<file path="src/verilog/tpo_pkg.sv">
`default_nettype none
package tpo_pkg;
  // ----------------------------------------------------------------
  // Bus geometry
  // ----------------------------------------------------------------
  localparam int          ADDR_W      = 18;
  localparam int          DATA_W      = 32;
  localparam int          REG_W       = 8;
  localparam int          GROUP_N     = 4;
  localparam int          SEL_W       = 2;

  // ----------------------------------------------------------------
  // Register indices; byte address is four times the index
  // ----------------------------------------------------------------
  localparam logic [15:0] IDX_DIR_LO  = 16'hffd1;
  localparam logic [15:0] IDX_OUT_LO  = 16'hffd3;
  localparam logic [15:0] IDX_DIR_HI  = 16'hffd4;
  localparam logic [15:0] IDX_OUT_HI  = 16'hffd6;
  localparam logic [15:0] IDX_TRIG    = 16'hffa1;
  localparam logic [15:0] IDX_EN_HI   = 16'hffa2;
  localparam logic [15:0] IDX_EN_LO   = 16'hffa3;
  localparam logic [15:0] IDX_ND_HI_A = 16'hffa4;
  localparam logic [15:0] IDX_ND_LO_A = 16'hffa5;
  localparam logic [15:0] IDX_ND_HI_B = 16'hffa6;
  localparam logic [15:0] IDX_ND_LO_B = 16'hffa7;

  // ----------------------------------------------------------------
  // Reset values and field masks
  // ----------------------------------------------------------------
  localparam logic [7:0]  RST_DIR     = 8'h00;
  localparam logic [7:0]  RST_OUT     = 8'h00;
  localparam logic [7:0]  RST_ND      = 8'h00;
  localparam logic [7:0]  RST_EN      = 8'h00;
  localparam logic [7:0]  RST_TRIG    = 8'hff;
  localparam logic [7:0]  ALL_ONES    = 8'hff;
  localparam logic [7:0]  NIB_HI      = 8'hf0;
  localparam logic [7:0]  NIB_LO      = 8'h0f;
  localparam int          NO_PIN_BIT  = 6;
endpackage : tpo_pkg
`default_nettype wire

</file>
<file path="src/verilog/tpo_regs.sv">
// Added by the designer: the APB register port.
`timescale 1ns/10ps
`default_nettype none
module tpo_regs #(
  parameter int CHAN_N = 4,
  parameter int PORT_W = 8
) (
  input  wire logic                        core_clk,
  input  wire logic                        sys_rst,
  input  wire logic                        psel,
  input  wire logic                        penable,
  input  wire logic                        pwrite,
  input  wire logic [tpo_pkg::ADDR_W-1:0]  paddr,
  input  wire logic [tpo_pkg::DATA_W-1:0]  pwdata,
  output logic      [tpo_pkg::DATA_W-1:0]  prdata,
  output logic                             pready,
  output logic                             pslverr,
  input  wire logic [CHAN_N-1:0]           cmp_match,
  output logic      [PORT_W-1:0]           low_pin_out,
  output logic      [PORT_W-1:0]           low_pin_oe,
  output logic      [PORT_W-1:0]           high_pin_out,
  output logic      [PORT_W-1:0]           high_pin_oe
);

  // ----------------------------------------------------------------
  // Elaboration checks
  // ----------------------------------------------------------------
  // The trigger decode indexes one compare line per channel code,
  // so the channel count must match the two-bit select exactly
  // Port width is tied to the byte-wide register image
  if (CHAN_N != tpo_pkg::GROUP_N) begin : g_chan_chk
    $error("tpo_regs: CHAN_N must equal the group count");
  end
  if (PORT_W != tpo_pkg::REG_W) begin : g_port_chk
    $error("tpo_regs: PORT_W must be eight");
  end

  // ----------------------------------------------------------------
  // State
  // ----------------------------------------------------------------
  // All state in one word, registered in one place
  // Direction registers are write-only and never read back
  // Read data and error flag are latched in setup, stand for access
  typedef struct packed {
    logic [7:0]  low_port_direction;
    logic [7:0]  high_port_direction;
    logic [7:0]  low_port_output_data;
    logic [7:0]  high_port_output_data;
    logic [7:0]  next_data_low;
    logic [7:0]  next_data_high;
    logic [7:0]  next_data_enable_low;
    logic [7:0]  next_data_enable_high;
    logic [7:0]  trigger_select_reg;
    logic [31:0] rdata;
    logic        slverr;
  } tpo_state_s;

  tpo_state_s state_reg;
  tpo_state_s state_next;

  // ----------------------------------------------------------------
  // Helpers
  // ----------------------------------------------------------------
  // Byte address match against a register index
  // Registers sit on word boundaries; the two low address
  // bits must be zero for a hit, so byte accesses miss
  function automatic logic tpo_hit(input logic [tpo_pkg::ADDR_W-1:0] a,
                                   input logic [15:0]                idx);
    tpo_hit = (a == {idx, 2'b00});
  endfunction : tpo_hit

  // Replace the bits selected by mask
  // Used for read-only port bits, reserved nibbles and the copy
  function automatic logic [7:0] tpo_merge(input logic [7:0] old_v,
                                           input logic [7:0] new_v,
                                           input logic [7:0] mask);
    tpo_merge = (old_v & ~mask) | (new_v & mask);
  endfunction : tpo_merge

  // Widen a byte onto the bus
  function automatic logic [31:0] tpo_word(input logic [7:0] b);
    tpo_word = {24'h000000, b};
  endfunction : tpo_word

  // Copy mask: enabled bits of groups whose trigger fired
  // Upper nibble is the odd group, lower nibble the even group
  function automatic logic [7:0] tpo_copy_mask(input logic       trig_hi_nib,
                                               input logic       trig_lo_nib,
                                               input logic [7:0] en);
    tpo_copy_mask = en & ({{4{trig_hi_nib}}, {4{trig_lo_nib}}});
  endfunction : tpo_copy_mask

  // ----------------------------------------------------------------
  // Trigger decode
  // ----------------------------------------------------------------
  logic [tpo_pkg::SEL_W-1:0] grp_sel [tpo_pkg::GROUP_N];
  logic [tpo_pkg::GROUP_N-1:0] grp_fire;
  logic                      low_same;
  logic                      high_same;
  logic [7:0]                copy_low;
  logic [7:0]                copy_high;

  // Each group looks up its own channel; two groups on the
  // same channel fire together from one compare pulse
  // The same-trigger flags decide the next-data address map
  // and follow the select value live, so a change of select
  // remaps the next-data words at once
  // Per-group channel choice and its compare match
  always_comb begin
    for (int g = 0; g < tpo_pkg::GROUP_N; g++) begin
      grp_sel[g]  = state_reg.trigger_select_reg[g*tpo_pkg::SEL_W +: tpo_pkg::SEL_W];
      grp_fire[g] = cmp_match[grp_sel[g]];
    end
  end

  assign low_same  = (grp_sel[0] == grp_sel[1]);
  assign high_same = (grp_sel[2] == grp_sel[3]);
  assign copy_low  = tpo_copy_mask(grp_fire[1], grp_fire[0],
                                   state_reg.next_data_enable_low);
  assign copy_high = tpo_copy_mask(grp_fire[3], grp_fire[2],
                                   state_reg.next_data_enable_high);

  // ----------------------------------------------------------------
  // Bus phases
  // ----------------------------------------------------------------
  logic       setup_ph;
  logic       wr_acc;
  logic [7:0] wb;
  logic       hit_any;

  // Setup cycle: psel high, penable low; read data is latched here
  // Write access: the edge at which a write lands
  // The slave never stretches a transfer, so the access cycle
  // always ends at its first edge
  // Only the low byte of the write data reaches a register
  assign setup_ph = psel & ~penable;
  assign wr_acc   = psel & penable & pwrite;
  assign wb       = pwdata[7:0];

  // ----------------------------------------------------------------
  // Per-register address decode
  // ----------------------------------------------------------------
  // One strobe per mapped word; an address that lights none
  // of them is answered with an error and changes nothing
  logic hit_dir_lo;
  logic hit_out_lo;
  logic hit_dir_hi;
  logic hit_out_hi;
  logic hit_trig;
  logic hit_en_hi;
  logic hit_en_lo;
  logic hit_nd_hi_a;
  logic hit_nd_lo_a;
  logic hit_nd_hi_b;
  logic hit_nd_lo_b;

  // Low port direction, write-only
  assign hit_dir_lo  = tpo_hit(paddr, tpo_pkg::IDX_DIR_LO);
  // Low port data
  assign hit_out_lo  = tpo_hit(paddr, tpo_pkg::IDX_OUT_LO);
  // High port direction, write-only
  assign hit_dir_hi  = tpo_hit(paddr, tpo_pkg::IDX_DIR_HI);
  // High port data
  assign hit_out_hi  = tpo_hit(paddr, tpo_pkg::IDX_OUT_HI);
  // Trigger select
  assign hit_trig    = tpo_hit(paddr, tpo_pkg::IDX_TRIG);
  // High enable
  assign hit_en_hi   = tpo_hit(paddr, tpo_pkg::IDX_EN_HI);
  // Low enable
  assign hit_en_lo   = tpo_hit(paddr, tpo_pkg::IDX_EN_LO);
  // High next-data, first word
  assign hit_nd_hi_a = tpo_hit(paddr, tpo_pkg::IDX_ND_HI_A);
  // Low next-data, first word
  assign hit_nd_lo_a = tpo_hit(paddr, tpo_pkg::IDX_ND_LO_A);
  // High next-data, second word
  assign hit_nd_hi_b = tpo_hit(paddr, tpo_pkg::IDX_ND_HI_B);
  // Low next-data, second word
  assign hit_nd_lo_b = tpo_hit(paddr, tpo_pkg::IDX_ND_LO_B);

  // Any mapped register
  assign hit_any = hit_dir_lo
                 | hit_out_lo
                 | hit_dir_hi
                 | hit_out_hi
                 | hit_trig
                 | hit_en_hi
                 | hit_en_lo
                 | hit_nd_hi_a
                 | hit_nd_lo_a
                 | hit_nd_hi_b
                 | hit_nd_lo_b;

  // ----------------------------------------------------------------
  // Next state
  // ----------------------------------------------------------------
  always_comb begin
    logic [7:0] rd;
    rd         = 8'h00;
    state_next = state_reg;

    // Read data captured in the setup phase
    // Sampled at the setup edge so that it stands through the
    // access cycle whatever the pins do meanwhile
    // Reserved nibbles of the next-data words read as ones
    if (tpo_hit(paddr, tpo_pkg::IDX_OUT_LO)) begin
      rd = state_reg.low_port_output_data;
    end else if (tpo_hit(paddr, tpo_pkg::IDX_OUT_HI)) begin
      rd = state_reg.high_port_output_data;
    end else if (tpo_hit(paddr, tpo_pkg::IDX_TRIG)) begin
      rd = state_reg.trigger_select_reg;
    end else if (tpo_hit(paddr, tpo_pkg::IDX_EN_LO)) begin
      rd = state_reg.next_data_enable_low;
    end else if (tpo_hit(paddr, tpo_pkg::IDX_EN_HI)) begin
      rd = state_reg.next_data_enable_high;
    end else if (tpo_hit(paddr, tpo_pkg::IDX_ND_LO_A)) begin
      rd = low_same ? state_reg.next_data_low
                    : (state_reg.next_data_low | tpo_pkg::NIB_LO);
    end else if (tpo_hit(paddr, tpo_pkg::IDX_ND_LO_B)) begin
      rd = low_same ? tpo_pkg::ALL_ONES
                    : (state_reg.next_data_low | tpo_pkg::NIB_HI);
    end else if (tpo_hit(paddr, tpo_pkg::IDX_ND_HI_A)) begin
      rd = high_same ? state_reg.next_data_high
                     : (state_reg.next_data_high | tpo_pkg::NIB_LO);
    end else if (tpo_hit(paddr, tpo_pkg::IDX_ND_HI_B)) begin
      rd = high_same ? tpo_pkg::ALL_ONES
                     : (state_reg.next_data_high | tpo_pkg::NIB_HI);
    end
    if (setup_ph) begin
      state_next.rdata  = tpo_word(rd);        // Direction registers read as zero
      state_next.slverr = ~hit_any;
    end

    // Register writes in the access phase
    // A write lands at the edge that ends the access cycle;
    // enabled port data bits belong to the pattern logic and
    // keep their value against software writes
    // Reserved next-data nibbles swallow the written bits
    if (wr_acc) begin
      if (tpo_hit(paddr, tpo_pkg::IDX_DIR_LO)) begin
        state_next.low_port_direction = wb;
      end
      if (tpo_hit(paddr, tpo_pkg::IDX_DIR_HI)) begin
        state_next.high_port_direction = wb;
      end
      if (tpo_hit(paddr, tpo_pkg::IDX_OUT_LO)) begin
        state_next.low_port_output_data = tpo_merge(state_reg.low_port_output_data, wb,
                                          ~state_reg.next_data_enable_low);
      end
      if (tpo_hit(paddr, tpo_pkg::IDX_OUT_HI)) begin
        state_next.high_port_output_data = tpo_merge(state_reg.high_port_output_data, wb,
                                           ~state_reg.next_data_enable_high);
      end
      if (tpo_hit(paddr, tpo_pkg::IDX_TRIG)) begin
        state_next.trigger_select_reg = wb;
      end
      if (tpo_hit(paddr, tpo_pkg::IDX_EN_LO)) begin
        state_next.next_data_enable_low = wb;
      end
      if (tpo_hit(paddr, tpo_pkg::IDX_EN_HI)) begin
        state_next.next_data_enable_high = wb;
      end
      if (tpo_hit(paddr, tpo_pkg::IDX_ND_LO_A)) begin
        state_next.next_data_low = tpo_merge(state_reg.next_data_low, wb,
                                   low_same ? tpo_pkg::ALL_ONES : tpo_pkg::NIB_HI);
      end
      if (tpo_hit(paddr, tpo_pkg::IDX_ND_LO_B) && !low_same) begin
        state_next.next_data_low = tpo_merge(state_reg.next_data_low, wb,
                                             tpo_pkg::NIB_LO);
      end
      if (tpo_hit(paddr, tpo_pkg::IDX_ND_HI_A)) begin
        state_next.next_data_high = tpo_merge(state_reg.next_data_high, wb,
                                    high_same ? tpo_pkg::ALL_ONES : tpo_pkg::NIB_HI);
      end
      if (tpo_hit(paddr, tpo_pkg::IDX_ND_HI_B) && !high_same) begin
        state_next.next_data_high = tpo_merge(state_reg.next_data_high, wb,
                                              tpo_pkg::NIB_LO);
      end
    end

    // Compare-match copy; written last so it wins
    // The copy uses next-data as it stood before this edge,
    // so a same-edge write to next-data shows at the next match
    // Only enabled bits of fired groups are replaced
    state_next.low_port_output_data = tpo_merge(state_next.low_port_output_data,
                                                state_reg.next_data_low, copy_low);
    state_next.high_port_output_data = tpo_merge(state_next.high_port_output_data,
                                                 state_reg.next_data_high, copy_high);
  end

  // ----------------------------------------------------------------
  // State register
  // ----------------------------------------------------------------
  // Asynchronous clear; only constants in the reset branch
  // Trigger select clears to all ones, channel 3 for every group
  // Pins come out of reset undriven with all port data low
  always_ff @(posedge core_clk or posedge sys_rst) begin
    if (sys_rst) begin
      state_reg.low_port_direction    <= tpo_pkg::RST_DIR;
      state_reg.high_port_direction   <= tpo_pkg::RST_DIR;
      state_reg.low_port_output_data  <= tpo_pkg::RST_OUT;
      state_reg.high_port_output_data <= tpo_pkg::RST_OUT;
      state_reg.next_data_low         <= tpo_pkg::RST_ND;
      state_reg.next_data_high        <= tpo_pkg::RST_ND;
      state_reg.next_data_enable_low  <= tpo_pkg::RST_EN;
      state_reg.next_data_enable_high <= tpo_pkg::RST_EN;
      state_reg.trigger_select_reg    <= tpo_pkg::RST_TRIG;
      state_reg.rdata                 <= 32'h00000000;
      state_reg.slverr                <= 1'b0;
    end else begin
      state_reg <= state_next;
    end
  end

  // ----------------------------------------------------------------
  // Outputs
  // ----------------------------------------------------------------
  // Zero-wait bus answer
  // Every access completes in one access cycle; the error
  // flag marks addresses outside the map
  assign pready  = 1'b1;
  assign prdata  = state_reg.rdata;
  assign pslverr = state_reg.slverr;

  // Pins follow port data; direction sets drive (software duty)
  // A pattern pin with its direction bit clear stays undriven
  // although its port data bit still takes the copy
  assign low_pin_out = state_reg.low_port_output_data;
  assign low_pin_oe  = state_reg.low_port_direction;

  // Bit 14 has no pad and never leaves the chip
  // The register bit itself stays readable and writable;
  // only the pin and its enable are held low
  always_comb begin
    high_pin_out = state_reg.high_port_output_data;
    high_pin_oe  = state_reg.high_port_direction;
    high_pin_out[tpo_pkg::NO_PIN_BIT] = 1'b0;
    high_pin_oe[tpo_pkg::NO_PIN_BIT]  = 1'b0;
  end

  // ----------------------------------------------------------------
  // Usage notes
  // ----------------------------------------------------------------
  // Software sets the direction bit of every pin that carries
  // a pattern; a cleared bit keeps the pad undriven while the
  // port data bit still follows the copy
  // Set the enables only after next-data and the trigger select
  // hold their final values, or the first match copies stale data
  // Changing a trigger select remaps the next-data words at once;
  // rewrite next-data after such a change
  // Trigger mode and non-overlap control are not part of this block
  // A compare pulse is expected to last one clock; a longer pulse
  // repeats the copy, which is harmless but copies newer data

endmodule : tpo_regs
`default_nettype wire

</file>
<file path="config.mk">
export PLATFORM = sky130hd
export DESIGN_NAME = tpo_regs
export DESIGN_NICKNAME = d
export VERILOG_FILES = /design/src/verilog/tpo_pkg.sv /design/src/verilog/tpo_regs.sv
export SDC_FILE = /design/constraint.sdc
export NUM_CORES = 1
export LEC_CHECK = 0
export BUFFER_PORTS_ARGS = -buffer_cell sky130_fd_sc_hd__clkbuf_2
export CAP_MARGIN = 15
export CORE_ASPECT_RATIO = 0.8
export CORE_UTILIZATION = 40
export CTS_BUF_LIST = sky130_fd_sc_hd__clkbuf_8
export CTS_CLUSTER_DIAMETER = 120
export DETAILED_ROUTE_END_ITERATION = 12
export PLACE_DENSITY = 0.61
export SYNTH_ARGS = -nofsm -noshare
export SYNTH_HDL_FRONTEND = slang
export SYNTH_SLANG_ARGS = --single-unit
</file>
<file path="constraint.sdc">
create_clock -name core_clk -period 3.4 [get_ports core_clk]
set_clock_uncertainty 0.15 [all_clocks]
set_input_delay 0.51 -clock core_clk [delete_from_list [all_inputs] [get_ports core_clk]]
set_output_delay 0.51 -clock core_clk [all_outputs]
set_load 0.005 [all_outputs]
</file>
==> summary.md, run 1 <==
| Metric | Value |
|---|---|
| Outcome | `completed` |
| Seq/Total Area, Yosys | `40.9%` |
| Hold Crit Class | `in -> reg` |
| Peak Freq | `367 MHz` |
| Slowest CP cell | `or4b_1` |
| Drt first-iter violations | `395` |
| #FFs+latches synth | `80` |
| Critical path type | `in -> reg` |
| Drt pass-1 iters | `4` |
| Ranking of synthesized cells by area | `dfrtp_1 37%, mux2_2 12%, buf_4 9.9%` |
| Primary FF master, synth | `dfrtp_1` |
| Vias per cell | `5.77` |
| Clk buf depth | `2` |
| CP max stage delay | `0.72 ns` |
| Count leader, synth | `dfrtp_1` |
| Antenna violations before repair | `0` |
| Final setup fails | `0` |
| Tmin final | `2.72 ns` |
| Crit-path cells | `clkbuf_2 > or3b_4 > or4b_1 > or3_4 > nor2_8 > mux2_2` |
| Post-DP Area | `5140 µm²` |
| Syn Area/Cell | `9.92 µm²` |
| Vias after detailed routing | `4,019` |
| Least-Margin Pin Slew | `0.622 ns` |
| CP Max Fanout | `10` |
| Wire per inst | `19.8 µm` |
| Peak VDD IR | `0.237 mV` |
| Count of pins over their slew limit | `0` |
| Async SR Flop Fraction | `100%` |
| Critical path arrival | `2.82 ns` |
| Static Leakage | `2.50 nW` |
| Fin area | `5340 µm²` |
| Die X | `126 µm` |
| CTS sink cnt | `80` |
| Synth unique cells | `61` |
| Layout area overhead | `8.52%` |
| DP Worst Slack | `0.309 ns` |
| Starting Density | `41.9%` |
| Final nets | `602` |
| Grt total ovfl | `0` |
| Io pins | `125` |
| Max_cap viols | `0` |
| Clock Pin Slew Worst Setup and Hold Paths | `0.08 ns` |
| Max-slew headroom | `58.2%` |
| Layout cells sized above 1 | `33.8%` |
| Post-CTS Resized | `0` |
| Unrepaired setup endpoints after global routing | `no` |
| Diode count | `0` |
| Synth Instances | `496` |
| CTS tree | `yes` |
| Largest net degree at the start of global routing | `32` |
| PwrDens | `334 nW/µm²` |
| Final WL | `13.8 mm` |
| Total power | `0.00178 W` |
| Type of origin of the critical path | `input pin` |
| Detailed Place HPWL | `10.4 mm` |
| Placer Congestion | `0.898` |
| IO buf count | `73` |
| Worst setup EP type | `register` |
| GRT Util Overall | `22.4%` |
| Remaining DRCs | `0` |
| Area leader, netlist | `dfrtp_1` |
| First-pass GRT wire length | `21.5 mm` |
| H-tree level count | `3` |
| Die H | `101 µm` |
| Root buf cell | `clkbuf_8` |
| Hold Vio Cnt, Final | `0` |
| Required time of the critical path | `3.50 ns` |
| Die area | `12,700 µm²` |
| Vias in the first global route | `3,691` |
| Rows | `35` |
| Synth Cell Area | `4920 µm²` |
| Layout Cells excl Fill | `696` |
| Worst setup margin | `0.679 ns` |
| Core area | `11,700 µm²` |
| Routed Antenna Nets | `0` |
| Synth top area share | `36.6%` |
| Most frequent cells after synthesis | `72 x dfrtp_1, 65 x buf_4, 54 x mux2_2` |
| Setup TNS Final | `0 ns` |
| Placed cells | `679` |
| Post-CTS setup buffers | `0` |
| Clk Latency, worst-skew pair | `0.36 ns` |
| Hold Buf Count CTS | `1` |
| EDFF count, synth | `0` |
| Ys Warns | `0` |
| CTS Buf Count | `9` |
| Part of the cycle the worst path needs | `80.0%` |
## final timing paths
check	start	endpoint	slack (ns)	cells past startpoint
max reg2reg	grp_sel[5]	prdata[0]	1.23	6
min in group asynchronous	sys_rst	low_pin_oe[7]	0.48	3
max in group asynchronous	sys_rst	grp_sel[4]	1.88	4
min reg2reg	pslverr	pslverr	0.35	2
max	paddr[6]	state_reg[43]	0.68	6
min	pwdata[0]	register	0.35	3
## layout by cell type, fill, tap and decap left out, types with 8 or more instances in the layout
cell type and n:
nand2_1 35, nor3_1 22, clkbuf_2 73, nor2_1 37, o21ai_0 21, dfrtp_1 72
clkbuf_8 10, a21oi_1 17, nand3_1 20, buf_4 15, conb_1 27, mux2i_1 11
and3_1 9, dfstp_2 8, mux2_2 54
## power by group
group	switching [W]	internal (W)
clock	0.000382	0.000295
combinational	0.0000976	0.0000453
sequential	0.00000381	0.000957
total	0.000483	0.00130
## worst max-delay path: cells and delay by family
kind                   cells  cell delay, ns
AND/OR/NAND/NOR            4            1.84
buffers and inverters      1            0.10
multiplexers               1            0.36
## stage by stage
step,util [%],hold slack (ns)
4_1_cts,45.5,0.338
3_5_place_dp,43.8,0.321
3_3_place_gp,43.8,0.317
5_1_grt,45.5,0.359
6_report,45.5,0.349
2_1_floorplan,-,0.301
## cells by family after synthesis
kind of cell	after synthesis	share of synthesized area (%)
AO/OA/AOI/OAI	88	12.1
XOR/XNOR	6	1.07
buffers and inverters	82	11.3
flip-flops	80	40.9
multiplexers	69	16.4
other	2	0.153
AND/OR/NAND/NOR	169	18.1
## area by class of cell
cell class	count	area, µm²
fillers	1144	6400
clock buffers	10	138
clock inverters	6	52.6
multi-input cells	359	2450
flip-flops and latches	80	2010
well taps	148	185
inverters	4	16.3
repair buffers	89	488
## metal layers
layer	vias up	GRT usage [%]	routed length, µm
met1	1978	34.6	6720
met5	-	0	0
met3	14	5.28	1190
met2	206	31.0	5700
li1	1821	-	-
met4	0	6.02	150
Power figures use the tool's default switching activity.
==> inputs of run 2 (changes only) <==
Settings changed: ABC_AREA set to 1.
Clock period 3.4 ns to 2.7 ns, I/O delays scaled along.
==> summary.md, run 2 <==
| Metric | Value |
|---|---|
| Synth Instances | `707` |
| CTS Buf Count | `9` |
| First-pass GRT wire length | `22.2 mm` |
| Final nets | `813` |
| Largest net degree at the start of global routing | `31` |
| Hold Startpoint | `pwdata[6]` |
| Worst setup margin | `0.695 ns` |
| Drt first-iter violations | `280` |
| Clk buf depth | `2` |
| Final setup fails | `0` |
| Count leader, synth | `nand2_1` |
| Synth unique cells | `38` |
| CTS sink cnt | `80` |
| Vias per cell | `4.90` |
| Remaining DRCs | `0` |
| Layout area overhead | `7.85%` |
| Layout Cells excl Fill | `930` |
| Unrepaired setup endpoints after global routing | `no` |
| Wire per inst | `14.7 µm` |
| H-tree level count | `3` |
| Commonest non-fill, non-tap cells in the layout | `200 x nand2_1, 87 x inv_1, 77 x o21ai_0` |
| Syn Area/Cell | `7.32 µm²` |
| CTS tree | `yes` |
| Count of pins over their slew limit | `0` |
| Die H | `104 µm` |
| Setup TNS Final | `0 ns` |
| CP Max Fanout | `6` |
| FILL cells | `1,284` |
| Core area | `12,400 µm²` |
| Detailed Place HPWL | `10.9 mm` |
| Drt pass-1 iters | `5` |
| Vias in the first global route | `4,336` |
| Fin area | `5580 µm²` |
| Area leader, netlist | `dfrtp_1` |
| #FFs+latches synth | `80` |
| Peak VDD IR | `0.238 mV` |
| Diode count | `0` |
| Synth top area share | `34.8%` |
| Die X | `129 µm` |
| Synth Cell Area | `5180 µm²` |
| Layout cells sized above 1 | `20.6%` |
| GRT Util Overall | `21.6%` |
| Post-CTS Resized | `0` |
| Placer Congestion | `0.902` |
| Ys Warns | `0` |
| R2r startpoint | `grp_sel[5]` |
| Most frequent cells after synthesis | `200 x nand2_1, 88 x inv_1, 77 x o21ai_0` |
| Max-slew headroom | `62.5%` |
| DP Worst Slack | `0.371 ns` |
| Die area | `13,400 µm²` |
| Hold Vio Cnt, Final | `0` |
| Commonest non-fill, non-tap cell in the layout | `nand2_1` |
| Async SR Flop Fraction | `100%` |
| Critical path arrival | `2.15 ns` |
| Worst setup EP type | `register` |
| Tmin final | `2.00 ns` |
| Type of origin of the critical path | `register` |
| Antenna violations before repair | `0` |
| Root buf cell | `clkbuf_8` |
| Clk Latency, worst-skew pair | `0.36 ns` |
| Ranking of synthesized cells by area | `dfrtp_1 35%, nand2_1 14%, buf_4 9.6%` |
| Routed Antenna Nets | `0` |
| Worst hold slack | `0.147 ns` |
| Rows | `36` |
| Required time of the critical path | `2.85 ns` |
| Part of the cycle the worst path needs | `74.3%` |
| Io pins | `125` |
| Max_cap viols | `0` |
| Clock Pin Slew Worst Setup and Hold Paths | `0.09 ns` |
| Starting Density | `41.8%` |
| Seq/Total Area, Yosys | `38.9%` |
| IO buf count | `73` |
| Post-DP Area | `5390 µm²` |
| Hold Buf Count CTS | `1` |
| Hold Crit Class | `in -> reg` |
| PwrDens | `397 nW/µm²` |
| Placed cells | `913` |
| CP startpoint | `grp_sel[5]` |
| EDFF count, synth | `0` |
| Vias after detailed routing | `4,559` |
| Critical path type | `reg -> reg` |
| Primary FF master, synth | `dfrtp_1` |
| Grt total ovfl | `0` |
| Peak Freq | `499 MHz` |
| Final WL | `13.7 mm` |
| Post-CTS setup buffers | `0` |
| Outcome | `completed` |
| Least-Margin Pin Slew | `0.561 ns` |
| Static Leakage | `2.81 nW` |
## run 2: changes by cell type after synthesis, moves of 13 or more
cell | previous run | this run
nand3_1 | 20 | 33
nor3_1 | 22 | 5
inv_1 | 4 | 88
nor2_1 | 37 | 51
nand2_1 | 35 | 200
mux2_2 | 54 | 0
o21ai_0 | 21 | 77
## run 2: path summary, 6_finish.rpt
path / end / slack, ns / depth (start not counted)
max in group asynchronous: async pin / 1.21 / 4
worst max-delay path: prdata[3] / 0.70 / 11
min in group asynchronous: low_pin_oe[7] / 0.43 / 3
worst min register to register: pslverr / 0.34 / 2
worst min-delay path: register / 0.15 / 3
worst max register to register: prdata[3] / 0.70 / 11
## run 2: cell families (layout without fill, tap and decap cells)
group,after synthesis,count (layout),synth area share [%]
other,2,27,0.145
buffers and inverters,168,195,17.5
XOR/XNOR,4,4,0.677
AND/OR/NAND/NOR,334,334,29.2
AO/OA/AOI/OAI,119,119,13.5
flip-flops,80,80,38.9
## run 2: metrics by stage
step           total power [W]  utilization, %
2_1_floorplan          0.00136               -
6_report               0.00222            45.1
4_1_cts                0.00223            45.1
5_1_grt                0.00231            45.1
3_3_place_gp           0.00140            43.5
3_5_place_dp           0.00140            43.5
## run 2: final cells by class
type / count / area (µm²) / area share, %
inverters: 93 / 354 / 6.34
well taps: 171 / 214 / 3.83
repair buffers: 86 / 465 / 8.34
clock inverters: 6 / 50.0 / 0.896
multi-input cells: 484 / 2350 / 42.1
flip-flops and latches: 80 / 2010 / 36.0
clock buffers: 10 / 138 / 2.46
## run 2: worst max-delay path, cell delays in order, from the launching register on
cell and delay, ns:
dfstp_2 0.58, xnor2_1 0.18, nand2_1 0.21, nand3_1 0.17, nand2_1 0.16, nand2_1 0.09
nand2_1 0.05, nand2_1 0.05, nand2_1 0.05, nand2_1 0.05, nand2_1 0.09, a21oi_2 0.12
## run 2: power breakdown
part,total [W],switching (W),internal (W)
clock,0.000840,0.000472,0.000368
sequential,0.00121,0.00000348,0.00120
combinational,0.000168,0.000121,0.0000470
## run 2: metal layers
layer / share of wire, % / vias up / GRT usage [%]
li1: - / 2257 / -
met1: 51 / 2117 / 32.4
met2: 42 / 177 / 32.0
met3: 6.9 / 8 / 3.93
met4: 0.68 / 0 / 4.45
met5: 0 / - / 0
